<file path="config.mk">
export PLATFORM = sky130hd
export DESIGN_NAME = dram_seq
export DESIGN_NICKNAME = d
export VERILOG_FILES = /design/src/rtl/dram_seq_pkg.sv /design/src/rtl/pin_sync_if.sv /design/src/rtl/pin_sync.sv /design/src/rtl/addr_mux.sv /design/src/rtl/dram_seq.sv
export SDC_FILE = /design/constraint.sdc
export NUM_CORES = 1
export LEC_CHECK = 0
export BUFFER_PORTS_ARGS = -buffer_cell sky130_fd_sc_hd__clkbuf_2
export CORE_MARGIN = 4
export CORE_UTILIZATION = 35
export DETAILED_ROUTE_END_ITERATION = 10
export PLACE_DENSITY = 0.63
export SYNTH_ARGS = -nofsm -noshare
export SYNTH_HDL_FRONTEND = slang
export SYNTH_SLANG_ARGS = --single-unit
export TNS_END_PERCENT = 1
</file>
<file path="constraint.sdc">
create_clock -name ref_clk_i -period 16.5 [get_ports ref_clk_i]
set_input_delay 4.95 -clock ref_clk_i [delete_from_list [all_inputs] [get_ports ref_clk_i]]
set_output_delay 4.95 -clock ref_clk_i [all_outputs]
set_load 0.02 [all_outputs]
</file>
<file path="src/rtl/dram_seq_pkg.sv">
// Constants, state codes and address helpers for the interleaved DRAM sequencer.
// Assumes a single 100 MHz system clock; all falling-edge events are retimed to it.
package dram_seq_pkg;

  // ----------------------------------------------------------------
  // Clock and timing
  // ----------------------------------------------------------------
  localparam int CLK_PERIOD_NS = 10;  // System clock period
  localparam int RAS_PRE_MIN_NS = 20;  // Least row precharge time
  // Least row precharge in cycles, rounded up
  localparam logic [2:0] RAS_PRE_MIN_CYC =
    3'((RAS_PRE_MIN_NS + CLK_PERIOD_NS - 1) / CLK_PERIOD_NS);
  localparam logic [2:0] CAS_SHORT_CYC = 3'h2;  // Column pulse of 1.5 cycles
  localparam logic [2:0] CAS_LONG_CYC = 3'h3;  // Column pulse of 2.5 cycles
  localparam logic [2:0] CAS_BYPASS_CYC = 3'h1;  // Column pulse on a hinted write
  localparam logic [1:0] CAS_PULSE_SHORT = 2'h1;  // Pulse field code for 1.5 cycles

  // ----------------------------------------------------------------
  // Address layout
  // ----------------------------------------------------------------
  localparam int ADDR_W = 32;  // Processor address width
  localparam int DRAM_MUX_ADDRESS_W = 12;  // Multiplexed DRAM address width
  localparam int COL_BASE = 9;  // Column bits for the smallest size code
  localparam int WORD_SHIFT = 3;  // Byte offset plus even/odd word bit
  localparam int PARITY_BIT = 2;  // Address bit that picks even or odd array

  // ----------------------------------------------------------------
  // Sequencer states
  // ----------------------------------------------------------------
  typedef enum logic [2:0] {
    ST_IDLE = 3'h0,  // Waiting for an access
    ST_CSW = 3'h1,  // Select sampled; entered in fast and slow select alike
    ST_PRE = 3'h2,  // Rows negated for precharge
    ST_RAS = 3'h3,  // Rows asserted, row address out
    ST_RCD = 3'h4,  // Extra row-to-column delay
    ST_COL = 3'h5,  // Column address out
    ST_CAS = 3'h6  // Column strobes asserted
  } seq_state_t;

  // Column bits for a size code
  function automatic int col_bits(input logic [1:0] size);
    return COL_BASE + int'(size);
  endfunction

  // Page tag: address with the in-page bits cleared
  function automatic logic [ADDR_W-1:0] page_tag(input logic [ADDR_W-1:0] a,
                                                 input logic [1:0] size);
    logic [ADDR_W-1:0] m;
    m = (ADDR_W'(1) << (col_bits(size) + WORD_SHIFT)) - ADDR_W'(1);
    return a & ~m;
  endfunction

  // Bank-pair select: the first address bit above row and column
  function automatic logic bank_pair(input logic [ADDR_W-1:0] a, input logic [1:0] size);
    return a[2 * col_bits(size) + WORD_SHIFT];
  endfunction

endpackage

</file>
<file path="src/rtl/pin_sync_if.sv">
// Synchronised processor pins passed from the input stage to the sequencer.
// Assumes one clock domain on both sides.
`timescale 1ns/100ps
`default_nettype none
interface pin_sync_if;
  import dram_seq_pkg::*;
  logic ale;  // Address latch strobe, high active
  logic rd_n;  // Read strobe
  logic wr_n;  // Write strobe
  logic cs_n;  // Chip select
  logic near_n;  // Near-write hint
  logic [ADDR_W-1:0] addr;  // Access address
  logic [3:0] be_n;  // Byte lanes being written
  modport producer (output ale, rd_n, wr_n, cs_n, near_n, addr, be_n);
  modport consumer (input ale, rd_n, wr_n, cs_n, near_n, addr, be_n);
endinterface
`default_nettype wire

</file>
<file path="src/rtl/pin_sync.sv">
// Two-flop synchronisers for every processor pin.
// Assumes pins are asynchronous to the system clock; strobes idle high.
`timescale 1ns/100ps
`default_nettype none
module pin_sync (
  input wire logic clk_i,
  input wire logic rst_n_i,
  input wire logic ale_i,
  input wire logic rd_n_i,
  input wire logic wr_n_i,
  input wire logic cs_n_i,
  input wire logic near_n_i,
  input wire logic [dram_seq_pkg::ADDR_W-1:0] addr_i,
  input wire logic [3:0] be_n_i,
  pin_sync_if.producer out
);
  import dram_seq_pkg::*;
  localparam int W = ADDR_W + 9;  // Width of the bundle
  localparam logic [W-1:0] IDLE_V = {1'b0, 4'hF, {ADDR_W{1'b0}}, 4'hF};  // Strobes high

  // ----------------------------------------------------------------
  // State
  // ----------------------------------------------------------------
  typedef struct packed {
    logic [W-1:0] s1_r;  // First stage, read only by the second
    logic [W-1:0] s2_r;  // Second stage
  } sync_st_t;
  sync_st_t st_r;
  sync_st_t st_nxt;

  // Shift the bundle one stage per clock
  always_comb begin
    st_nxt = st_r;
    st_nxt.s1_r = {ale_i, rd_n_i, wr_n_i, cs_n_i, near_n_i, addr_i, be_n_i};
    st_nxt.s2_r = st_r.s1_r;
  end

  // Register the stages
  always_ff @(posedge clk_i or negedge rst_n_i) begin
    if (!rst_n_i) begin
      st_r <= {IDLE_V, IDLE_V};
    end else begin
      st_r <= st_nxt;
    end
  end

  assign {out.ale, out.rd_n, out.wr_n, out.cs_n, out.near_n, out.addr, out.be_n} = st_r.s2_r;
endmodule
`default_nettype wire

</file>
<file path="src/rtl/addr_mux.sv">
// Row and column address selection for the multiplexed DRAM address.
// Assumes the sequencer's next-state address and its size code input; the sequencer registers the result.
`timescale 1ns/100ps
`default_nettype none
module addr_mux (
  input wire logic [dram_seq_pkg::ADDR_W-1:0] addr_i,
  input wire logic [1:0] size_i,
  input wire logic row_sel_i,
  output logic [dram_seq_pkg::DRAM_MUX_ADDRESS_W-1:0] mux_o
);
  import dram_seq_pkg::*;

  // ----------------------------------------------------------------
  // Selection
  // ----------------------------------------------------------------
  // Column is the word index in the array; row sits just above it
  always_comb begin
    logic [ADDR_W-1:0] w;
    logic [ADDR_W-1:0] m;
    w = '0;
    m = (ADDR_W'(1) << col_bits(size_i)) - ADDR_W'(1);
    if (row_sel_i) begin
      w = (addr_i >> (col_bits(size_i) + WORD_SHIFT)) & m;
    end else begin
      w = (addr_i >> WORD_SHIFT) & m;
    end
    mux_o = w[DRAM_MUX_ADDRESS_W-1:0];
  end
endmodule
`default_nettype wire

</file>
<file path="src/rtl/dram_seq.sv">
// Sequencer for an interleaved DRAM of one or two bank-pairs.
// Assumes processor pins asynchronous to ref_clk_i and static configuration inputs.
`timescale 1ns/100ps
`default_nettype none
module dram_seq (
  input wire logic ref_clk_i,
  input wire logic arst_n_i,
  input wire logic ale_i,
  input wire logic rd_n_i,
  input wire logic wr_n_i,
  input wire logic cs_n_i,
  input wire logic near_write_hint_n_i,
  input wire logic [dram_seq_pkg::ADDR_W-1:0] addr_i,
  input wire logic [3:0] byte_en_n_i,
  input wire logic [1:0] dram_size_i,
  input wire logic row_to_column_delay_bit_i,
  input wire logic slow_select_bit_i,
  input wire logic column_precharge_bit_i,
  input wire logic [1:0] cas_pulse_i,
  input wire logic near_hint_disable_bit_i,
  input wire logic [1:0] ras_precharge_i,
  output logic [3:0] ras_n_o,
  output logic [3:0] cas_n_o,
  output logic [dram_seq_pkg::DRAM_MUX_ADDRESS_W-1:0] dram_mux_address_o,
  output logic [3:0] bank_write_enables_n_o,
  output logic path_o,
  output logic ack_n_o,
  output logic ack_oe_o,
  output logic read_buffer_enable_n_o,
  output logic read_buffer_enable_oe_o,
  output logic page_open_o
);
  import dram_seq_pkg::*;

  // ----------------------------------------------------------------
  // Reset release
  // ----------------------------------------------------------------
  logic [1:0] rst_sync_r;  // Release shift register
  logic rst_n;  // Synchronised reset

  // Release reset two clocks after the pin goes high
  always_ff @(posedge ref_clk_i or negedge arst_n_i) begin
    if (!arst_n_i) begin
      rst_sync_r <= 2'h0;
    end else begin
      rst_sync_r <= {rst_sync_r[0], 1'b1};
    end
  end
  assign rst_n = rst_sync_r[1];

  // ----------------------------------------------------------------
  // Input stage and address mux
  // ----------------------------------------------------------------
  pin_sync_if pins ();  // Synchronised pins

  pin_sync u_sync (
    .clk_i(ref_clk_i),
    .rst_n_i(rst_n),
    .ale_i(ale_i),
    .rd_n_i(rd_n_i),
    .wr_n_i(wr_n_i),
    .cs_n_i(cs_n_i),
    .near_n_i(near_write_hint_n_i),
    .addr_i(addr_i),
    .be_n_i(byte_en_n_i),
    .out(pins.producer)
  );

  // ----------------------------------------------------------------
  // State
  // ----------------------------------------------------------------
  typedef struct packed {
    seq_state_t st;  // Sequencer state
    logic [2:0] cnt;  // Cycles left in the state
    logic rows_open;  // A page is open
    logic [ADDR_W-1:0] open_tag;  // Tag of the open page
    logic open_pair;  // Bank-pair holding the open page
    logic [ADDR_W-1:0] addr;  // Latched access address
    logic is_wr;  // Access is a write
    logic [3:0] be_n;  // Latched byte lanes
    logic last_wr;  // Previous access was a write to our space
    logic hold;  // Access retired; wait for strobes to go high
    logic [3:0] ras_n;  // Row strobes
    logic [3:0] cas_n;  // Column strobes
    logic [3:0] bank_write_enables_n;  // Bank write enables
    logic row_sel;  // Mux shows the row address
    logic [DRAM_MUX_ADDRESS_W-1:0] dmux;  // Registered DRAM address
    logic path;  // Data path select
    logic ack_n;  // Acknowledge
    logic rdce_n;  // Read buffer enable
    logic oe;  // Acknowledge and buffer enable driven
  } seq_t;

  seq_t s_r;  // Registered state
  seq_t s_nxt;  // Next state
  logic [DRAM_MUX_ADDRESS_W-1:0] mux_w;  // Row or column address of the latched access

  addr_mux u_mux (
    .addr_i(s_nxt.addr),
    .size_i(dram_size_i),
    .row_sel_i(s_nxt.row_sel),
    .mux_o(mux_w)
  );

  // ----------------------------------------------------------------
  // Decode
  // ----------------------------------------------------------------
  logic start_w;  // New access seen
  logic bypass_ok_w;  // Settings and history allow the near-write path
  logic hit_w;  // Latched access falls in the open page
  logic [2:0] pre_cyc_w;  // Row precharge cycles
  logic [2:0] cas_cyc_w;  // Column pulse cycles
  logic [3:0] pair_ras_w;  // Row strobes of the latched bank-pair

  // latch strobe with read or write strobe
  assign start_w = pins.ale && (!pins.rd_n || !pins.wr_n);
  // fast select, short precharge, short pulse, hint enabled, prior own write
  assign bypass_ok_w = !slow_select_bit_i && !column_precharge_bit_i &&
    (cas_pulse_i == CAS_PULSE_SHORT) && !near_hint_disable_bit_i && s_r.last_wr;
  // same-page test uses the size field
  assign hit_w = s_r.rows_open && (s_r.open_pair == bank_pair(s_r.addr, dram_size_i)) &&
    (page_tag(s_r.addr, dram_size_i) == s_r.open_tag);
  // programmed precharge, never below the least time
  assign pre_cyc_w = RAS_PRE_MIN_CYC + {1'b0, ras_precharge_i};
  // 1.5 or 2.5 cycle column pulse
  assign cas_cyc_w = (cas_pulse_i == CAS_PULSE_SHORT) ? CAS_SHORT_CYC : CAS_LONG_CYC;
  // strobes 0,1 serve bank-pair 0 and 2,3 bank-pair 1
  assign pair_ras_w = bank_pair(s_r.addr, dram_size_i) ? 4'hC : 4'h3;

  // ----------------------------------------------------------------
  // Sequencer
  // ----------------------------------------------------------------
  // Next-state logic for the whole access sequence
  always_comb begin
    s_nxt = s_r;
    s_nxt.dmux = mux_w;
    unique case (s_r.st)
      ST_IDLE: begin
        // Wait for strobes to clear after an access
        if (s_r.hold) begin
          s_nxt.hold = !(pins.rd_n && pins.wr_n);
        end else if (start_w) begin
          s_nxt.addr = pins.addr;
          s_nxt.is_wr = !pins.wr_n;
          s_nxt.be_n = pins.be_n;
          // address parity bit picks the array
          s_nxt.path = !pins.addr[PARITY_BIT];
          // hinted near write skips compare and select
          if (!pins.wr_n && bypass_ok_w && !pins.near_n && s_r.rows_open) begin
            s_nxt.row_sel = 1'b0;
            s_nxt.st = ST_CAS;
            s_nxt.cnt = CAS_BYPASS_CYC - 3'h1;
            s_nxt.oe = 1'b1;
            s_nxt.ack_n = 1'b0;
            s_nxt.bank_write_enables_n = pins.addr[PARITY_BIT] ? 4'h5 : 4'hA;
            s_nxt.cas_n = pins.be_n;
          end else if (slow_select_bit_i) begin
            s_nxt.st = ST_CSW;
          end else begin
            s_nxt.st = ST_CSW;
            s_nxt.cnt = 3'h1;
          end
        end
      end
      ST_CSW: begin
        // Select sampled now; cnt marks fast mode already waited
        if (pins.cs_n) begin
          // no DRAM controls outside our space
          s_nxt.st = ST_IDLE;
          s_nxt.hold = 1'b1;
          s_nxt.last_wr = 1'b0;
          s_nxt.cnt = 3'h0;
        end else begin
          s_nxt.oe = 1'b1;
          s_nxt.ack_n = 1'b1;
          s_nxt.rdce_n = 1'b1;
          s_nxt.cnt = 3'h0;
          // write enables once select is sampled, the cycle after the write strobe is seen
          if (s_r.is_wr) begin
            s_nxt.bank_write_enables_n = s_r.addr[PARITY_BIT] ? 4'h5 : 4'hA;
          end
          if (hit_w) begin
            s_nxt.row_sel = 1'b0;
            // compared hit write retires like a page read
            // slow select spends one more cycle on writes
            if (s_r.is_wr && slow_select_bit_i) begin
              s_nxt.st = ST_RCD;
            end else begin
              s_nxt.st = ST_COL;
            end
          end else if (s_r.rows_open) begin
            // row address out, rows negated for precharge
            s_nxt.row_sel = 1'b1;
            s_nxt.ras_n = 4'hF;
            s_nxt.st = ST_PRE;
            s_nxt.cnt = pre_cyc_w - 3'h1;
          end else begin
            // both halves of the pair for reads
            // both halves of the pair for writes
            s_nxt.row_sel = 1'b1;
            s_nxt.ras_n = ~pair_ras_w;
            s_nxt.st = ST_RAS;
          end
        end
      end
      ST_PRE: begin
        if (s_r.cnt == 3'h0) begin
          s_nxt.ras_n = ~pair_ras_w;
          s_nxt.st = ST_RAS;
        end else begin
          s_nxt.cnt = s_r.cnt - 3'h1;
        end
      end
      ST_RAS: begin
        s_nxt.rows_open = 1'b1;
        s_nxt.open_tag = page_tag(s_r.addr, dram_size_i);
        s_nxt.open_pair = bank_pair(s_r.addr, dram_size_i);
        // delay bit 0 goes straight to the column address
        // delay bit 1 spends one more cycle
        if (row_to_column_delay_bit_i) begin
          s_nxt.st = ST_RCD;
        end else begin
          s_nxt.row_sel = 1'b0;
          s_nxt.st = ST_COL;
        end
      end
      ST_RCD: begin
        s_nxt.row_sel = 1'b0;
        s_nxt.st = ST_COL;
      end
      ST_COL: begin
        // column strobes one cycle after the column address
        s_nxt.cas_n = s_r.is_wr ? s_r.be_n : 4'h0;
        s_nxt.st = ST_CAS;
        s_nxt.cnt = cas_cyc_w - 3'h1;
        // acknowledge in the last cycle of the pulse
        s_nxt.ack_n = (cas_cyc_w != 3'h1);
        s_nxt.rdce_n = s_r.is_wr || (cas_cyc_w != 3'h1);
      end
      ST_CAS: begin
        if (s_r.cnt == 3'h0) begin
          // rows stay asserted; column strobes released
          s_nxt.cas_n = 4'hF;
          s_nxt.bank_write_enables_n = 4'hF;
          s_nxt.ack_n = 1'b1;
          s_nxt.rdce_n = 1'b1;
          s_nxt.oe = 1'b0;
          s_nxt.last_wr = s_r.is_wr;
          s_nxt.hold = 1'b1;
          s_nxt.st = ST_IDLE;
        end else begin
          s_nxt.cnt = s_r.cnt - 3'h1;
          s_nxt.ack_n = (s_r.cnt != 3'h1);
          s_nxt.rdce_n = s_r.is_wr || (s_r.cnt != 3'h1);
        end
      end
      default: begin
        s_nxt.st = ST_IDLE;
      end
    endcase
  end

  // reset closes every page and negates all strobes
  always_ff @(posedge ref_clk_i or negedge rst_n) begin
    if (!rst_n) begin
      s_r <= '{st: ST_IDLE, cnt: 3'h0, rows_open: 1'b0, open_tag: '0, open_pair: 1'b0,
               addr: '0, is_wr: 1'b0, be_n: 4'hF, last_wr: 1'b0, hold: 1'b0,
               ras_n: 4'hF, cas_n: 4'hF, bank_write_enables_n: 4'hF, row_sel: 1'b1, dmux: '0,
               path: 1'b1, ack_n: 1'b1, rdce_n: 1'b1, oe: 1'b0};
    end else begin
      s_r <= s_nxt;
    end
  end

  // ----------------------------------------------------------------
  // Outputs
  // ----------------------------------------------------------------
  assign ras_n_o = s_r.ras_n;
  assign cas_n_o = s_r.cas_n;
  assign dram_mux_address_o = s_r.dmux;
  assign bank_write_enables_n_o = s_r.bank_write_enables_n;
  assign path_o = s_r.path;
  assign ack_n_o = s_r.ack_n;
  assign ack_oe_o = s_r.oe;
  assign read_buffer_enable_n_o = s_r.rdce_n;
  assign read_buffer_enable_oe_o = s_r.oe;
  assign page_open_o = s_r.rows_open;
endmodule
`default_nettype wire

</file>
## Word level (Yosys, flattened, before mapping)

Cells that the tools add are included.

| cells by class | value |
|---|---|
| add/sub/neg operators | 9 |
| $lt $le $gt $ge | 1 |
| eq/ne operators | 22 |
| shift-type cells | 3 |
| multiplexer cells | 61 |
| bitwise logic cells | 6 |
| reduce and logical (&&, ||, !) cells | 44 |

Operators with widths:

| kind | number |
|---|---|
| two-way mux 37 bit | 3 |
| adder 32 x 3 -> 32 bit, second input constant | 2 |
| two-way mux 4 bit | 9 |
| bitwise AND 32 bit | 1 |
| == test 32 bit | 1 |
| < comparator 32 x 7 -> 1 bit, second input constant | 1 |
| NOT 32 bit | 1 |
| left shift 1 x 32 -> 32 bit, first input constant | 1 |
| >> shifter 32 x 32 -> 12 bit | 1 |
| subtractor 32 x 2 -> 32 bit, second input constant | 1 |
| two-way mux 9 bit | 3 |
| bitwise AND 12 bit | 2 |
| two-way mux 3 bit | 8 |
| two-way mux 6 bit | 4 |
| case mux 4 bit (3 select lines) | 2 |
| case mux 3 bit (7 select lines) | 1 |
| != test 2 bit, second input constant | 9 |
| two-way mux 1 bit | 16 |
| AND reduction 5 bit | 3 |
| logical AND 1 bit | 12 |
| two-way mux 12 bit | 1 |
| case mux 3 bit (4 select lines) | 1 |
| left shift 1 x 5 -> 12 bit, first input constant | 1 |
| subtractor 12 x 2 -> 12 bit, second input constant | 1 |
| other kinds (34) | 61 |

| word-level totals | value |
|---|---|
| bits in registers | 192 |
| input port bits | 53 |
| output and inout bits | 30 |
| word-level logic and storage cells | 168 |

## Longest topological paths before layout

| logic depth | value |
|---|---|
| depth in word-level cells | 13 |
| depth in mapped cells | 21 |
| mapped depth without buffers | 16 |

## Hierarchy

Synthesis repeated with hierarchy kept, for this count alone.

| unflattened totals | value |
|---|---|
| cells, all modules | 839 |
| area total of the unflattened synthesis | 9061.2 um^2 |

Modules (own cells, without submodules):

| module | instances | cells an instance | area an instance (um^2) | sequential area each (um^2) |
|---|---|---|---|---|
| dram_seq | 1 | 712 | 6623.9 | 2672.6 |
| pin_sync | 1 | 82 | 2072.0 | 2072.0 |
| addr_mux | 1 | 45 | 365.4 | 0.0 |

## Least setup slack after synthesis

OpenSTA, ideal clock, no wires.

| timing | value |
|---|---|
| path type | input-to-reg |
| from | input port dram_size_i[0] |
| to | register s_r (netlist bit dram_mux_address_o[7]) |
| setup time | 125 ps |
| arrival | 9732 ps |
| required time | 16375 ps |
| setup slack | 6643 ps |
| cell stages on the path | 19 |
| path buffers | 5 |
| path through | clkinv_1 > clkbuf_1 > clkbuf_1 > ha_1 > nor2b_1 > buf_2 > nor2_1 > clkbuf_1 > nand3_1 > ha_1 > or4_1 > nand3_2 > xnor2_1 > or4_1 > or4_4 > nor4_4 > o21ai_2 > buf_6 > mux2_4 |

RTL lines:

| element | RTL line | source |
|---|---|---|
| start: declaration | dram_seq.sv:15 | `input wire logic [1:0] dram_size_i,` |
| end signal: assignment | dram_seq.sv:266 | `s_r <= '{st: ST_IDLE, cnt: 3'h0, rows_open: 1'b0, open_tag: '0, open_pair: 1'b0,` |
| end signal: assignment | dram_seq.sv:271 | `s_r <= s_nxt;` |
| end: declaration | dram_seq.sv:94 | `seq_t s_r;` |

## Final worst setup path

| timing | value |
|---|---|
| from | input port dram_size_i[0] |
| to | register s_r (netlist bit dram_mux_address_o[1]) |

| on the way | value |
|---|---|
| word-level cells in the longest chain between the ends | 12 |
| elaborated cells between the ends (all ways) | 23 |
| those cells by class | add/sub (5); eq/ne (2); shift (3); mux (7); bitwise (4); reduce/logical (2) |

Ends and longest elaborated chain:

| element | RTL line | source |
|---|---|---|
| adder 4 x 2 -> 5 bit (*) | dram_seq_pkg.sv:42 | `return COL_BASE + int'(size);` |
| adder 32 x 3 -> 32 bit, on equally long branches | addr_mux.sv:23, dram_seq_pkg.sv:55 |  |
| left shift 1 x 32 -> 32 bit or binary-select mux 1 bit (select 5 bit) (tied branches) | dram_seq_pkg.sv:49, dram_seq_pkg.sv:55 |  |
| subtractor 32 x 2 -> 32 bit or two-way mux 1 bit (tied branches) | dram_seq_pkg.sv:49, dram_seq_pkg.sv:55 |  |
| NOT 32 bit or two-way mux 1 bit (tied branches) | dram_seq_pkg.sv:50, dram_seq_pkg.sv:55 |  |
| bitwise AND 32 bit or == test 1 bit (tied branches) | dram_seq_pkg.sv:50, dram_seq.sv:121 |  |
| == test 32 bit or logical AND 1 bit (tied branches) | dram_seq.sv:122, dram_seq.sv:121 |  |
| logical AND 1 bit | dram_seq.sv:121 | `assign hit_w = s_r.rows_open && (s_r.open_pair == bank_pair(s_r.addr, dram_size_i)) &&` |
| two-way mux 1 bit | dram_seq.sv:182 | `if (hit_w) begin` |
| two-way mux 5 bit | dram_seq.sv:167 | `if (pins.cs_n) begin` |
| case mux 1 bit (4 select lines) | dram_seq.sv:137 | `unique case (s_r.st)` |
| two-way mux 12 bit (*) | addr_mux.sv:22 | `if (row_sel_i) begin` |
| named net mux_w[1] | dram_seq.sv:96 | `logic [DRAM_MUX_ADDRESS_W-1:0] mux_w;` |

The timed path passes the listed nets; every way through them passes the cells marked *. The select of a mux whose other input is x is not followed.
A chain may end at the register's enable or synchronous reset.

==> flow_metrics.tcl <==
set metrics [dict create \
    status "completed" \
    maxSlewViolCount 0 \
    ir_drop_mv 0.06501 \
    synth_largest_area_cell "dfrtp_1" \
    final-setup-viol-count 0 \
    route.detailed.drc 0 \
    fin_tns_setup_ps 0 \
    clock_path_buffers 2 \
    worstMarginPinSlew_ps 1009 \
    ant_nets 0 \
    syn_nets 1077 \
    wl_per_cell_microns 20.96 \
    critPathRequiredTime_ps 16830 \
    cts_htree_levels 4 \
    num_rows 62 \
    ctsResizeCount 0 \
    cts.sinks 188 \
    grt_pass1_vias 7933 \
    worst_setup_path_end_kind "flip-flop" \
    seq_area_frac_synth 0.4613 \
    grt_pass1_wl_microns 47620 \
    synthTopCellsByArea "dfrtp_1 (38%), dfstp_2 (8.2%), mux4_2 (5.5%), nand2_1 (5.1%), mux2i_1 (4.5%)" \
    grt_max_degree 73 \
    first_iter_violations 672 \
    rr_worst_depth 9 \
    post_cts_buffers 0 \
    synth.most_common_cell "dfrtp_1" \
    synthArstFlopShare 1.000 \
    place_congestion 0.9616 \
    grt-ovfl-total 0 \
    fin_area_sq_um 11480 \
    p_per_area_nw_per_um2 166.0 \
    track_usage 0.1863 \
    cts_root_buf "clkbuf_16" \
    hold_viol 0 \
    netlist_area_sq_um 10290 \
    fin_skew_ps 17.46 \
    period_share 0.6296 \
    synth_top_cell_area_share 0.3795 \
    hold_path_end "u_sync.out.addr[7]$_DFF_PN0_" \
    ys.flop_type "dfrtp_1" \
    reg2reg_slack_ps 12600 \
    max_freq_mhz 96.27 \
    synth_edf_count 0 \
    min-delay-start "u_sync.st_nxt[11]$_DFF_PN0_" \
    ios 83 \
    crit_path_max_fanout 28 \
    rr_startpoint "s_r[105]$_DFFE_PN0P_" \
    path_class "in2reg" \
    max_stage_delay_ps 780 \
    dr.pass1.iters 5 \
    initial_core_util 0.3564 \
    antenna_found_initial 0 \
    arrival_ps 10710 \
    p_leak_nw 4.930 \
    crit_top_cell "ha_1" \
    fp.coreArea_sq_um 28860 \
    slew_headroom 0.3275 \
    crit_chain "clkbuf_2 -> buf_4 -> ha_1 -> ha_1 -> nand2b_1 -> nor2_1 -> nand3_1 -> ha_1 -> or4_1 -> nand3_2 -> xnor2_1 -> or4_1 -> or4_4 -> nor4_4 -> o21ai_2 -> mux2_1" \
    ctsHoldBuffers 0 \
    min_path_type "reg2reg" \
    start_kind "input pin" \
    ys_seq_elements 188 \
    path_buf_inv 2 \
    dp_hpwl_microns 22150 \
    rsz0062_at_grt "no" \
    synth_warnings 0 \
    clk_latency_ps 450 \
    path_clk_slew_ps 80 \
    die_h_microns 179.4 \
    syn-instance-count 1008 \
    drv_cap 0 \
    vias_per_cell 5.580 \
    insertedDiodeCount 0 \
    synth_commonest_cells "dfrtp_1 (156), nand2_1 (141), o21ai_0 (55)" \
    cts_tree "yes" \
    area_growth_pct 11.59 \
    numCtsBuffers 17 \
    period_needed_ps 10390 \
    layout.nets 1101 \
    drive_gt1_frac 0.2163 \
    port_buffers 82 \
    num_vias 7974 \
    hold_path_depth 0 \
    critPathSlowestCell "nor2_1" \
    die_area_sq_um 32200 \
    ys_types 78 \
    drt-total-wl_microns 29960 \
    crit_family "simple AND/OR/NAND/NOR gates" \
    die_w_microns 179.4 \
    synth_area_per_cell_sq_um 10.20 \
    place_area_sq_um 10840 \
    timing.rr.end "dram_mux_address_o[1]$_DFF_PN0_" \
]
[routing by layer]
| metal | track usage | part of all wire | vias to the layer above |
|---|---|---|---|
| met2 | 0.2838 | 0.45 | 293 |
| met5 | 0 | 0 | - |
| met1 | 0.2677 | 0.45 | 3948 |
| li1 | - | - | 3686 |
| met3 | 0.03416 | 0.065 | 47 |
| met4 | 0.06583 | 0.027 | 0 |
[final cells by class]
cell class	instances	area (sq um)
fillers	2822	17380
multi-input cells	700	4994
well taps	384	480.5
flip-flops and latches	188	4748
repair buffers	93	493.0
clock buffers	17	425.4
inverters	32	120.1
clock inverters	15	217.7
[kinds of logic (layout without fill, tap and decap cells)]
kind of cell / after synthesis / in the layout / synth area share
AOI/OAI and AO/OA: 241 / 241 / 0.1597
buffers and inverters: 120 / 157 / 0.05413
DFF: 188 / 188 / 0.4613
xor gates and xnor gates: 26 / 26 / 0.02214
and+or+nand+nor: 311 / 311 / 0.1458
other: 1 / 1 / 0.0003646
adders and majority gates: 16 / 16 / 0.01946
muxes: 105 / 105 / 0.1371
[cells in the final DEF, fill, tap and decap left out, types with 9 or more instances in the layout]
cell       instances
dfrtp_1          155
nand2_1          141
clkbuf_2          82
o21ai_0           55
mux2i_1           46
nor2_1            42
a21oi_1           32
dfstp_2           32
inv_1             31
mux2_2            30
a22oi_1           27
mux4_2            25
nand3_1           23
nor3_1            22
clkbuf_16         17
ha_1              16
nor2b_1           15
nand2b_1          15
a31oi_1           14
xnor2_1           13
xor2_1            13
o211ai_1          11
buf_4             11
o31ai_1           10
a211oi_1          10
a21o_1            10
nand4_1            9
[per-stage QoR]
| stage | util | setup slack [ps] | power (mW) | cells | hold WS (ps) |
|---|---|---|---|---|---|
| detailed placement | 0.3755 | 5726 | 1.473 | 1397 | 334.7 |
| floorplan | - | 6643 | 1.254 | 1008 | 331.2 |
| global placement | 0.3755 | 5837 | 1.464 | 1397 | 332.9 |
| global route | 0.3978 | 5732 | 2.025 | 1429 | 356.5 |
| finish | 0.3978 | 6112 | 1.906 | 1429 | 347.2 |
| CTS | 0.3978 | 6194 | 1.912 | 1429 | 350.8 |
[flip-flops by register name, summed over array words and instances (netlist names), 2 cells and up]
name                    count
dram_mux_address_o         12
cas_n_o                     4
u_sync.out.addr            32
rst_sync_r                  2
ras_n_o                     2
bank_write_enables_n_o      2
u_sync.out.be_n             4
u_sync.st_nxt              41
s_r                        79
[how the worst max path moves through the flow]
stage                         startpoint                               to  cells past startpoint
after CTS                 dram_size_i[0]  dram_mux_address_o[1]$_DFF_PN0_                     16
after global placement    dram_size_i[0]  dram_mux_address_o[4]$_DFF_PN0_                     16
after detailed placement  dram_size_i[0]  dram_mux_address_o[1]$_DFF_PN0_                     16
after floorplan           dram_size_i[0]  dram_mux_address_o[7]$_DFF_PN0_                     19
after global routing      dram_size_i[0]  dram_mux_address_o[1]$_DFF_PN0_                     15
final                     dram_size_i[0]  dram_mux_address_o[1]$_DFF_PN0_                     16
[power by group]
group	internal [mW]	switching, mW	leakage [nW]
logic	0.301	0.424	2.38
registers	0.593	0.156	2.24
clock network	0.223	0.209	0.309
total	1.12	0.788	4.93
[worst reg2reg max path, stage by stage (launching register included)]
cell      delay (ps)
dfrtp_1          620
or2_2            470
nor4b_4          260
buf_4            620
mux2_2           540
mux2_2           310
a211oi_1         260
a21oi_1          100
o311a_1          320
mux2_1           300
(Power assumes the default switching activity.)
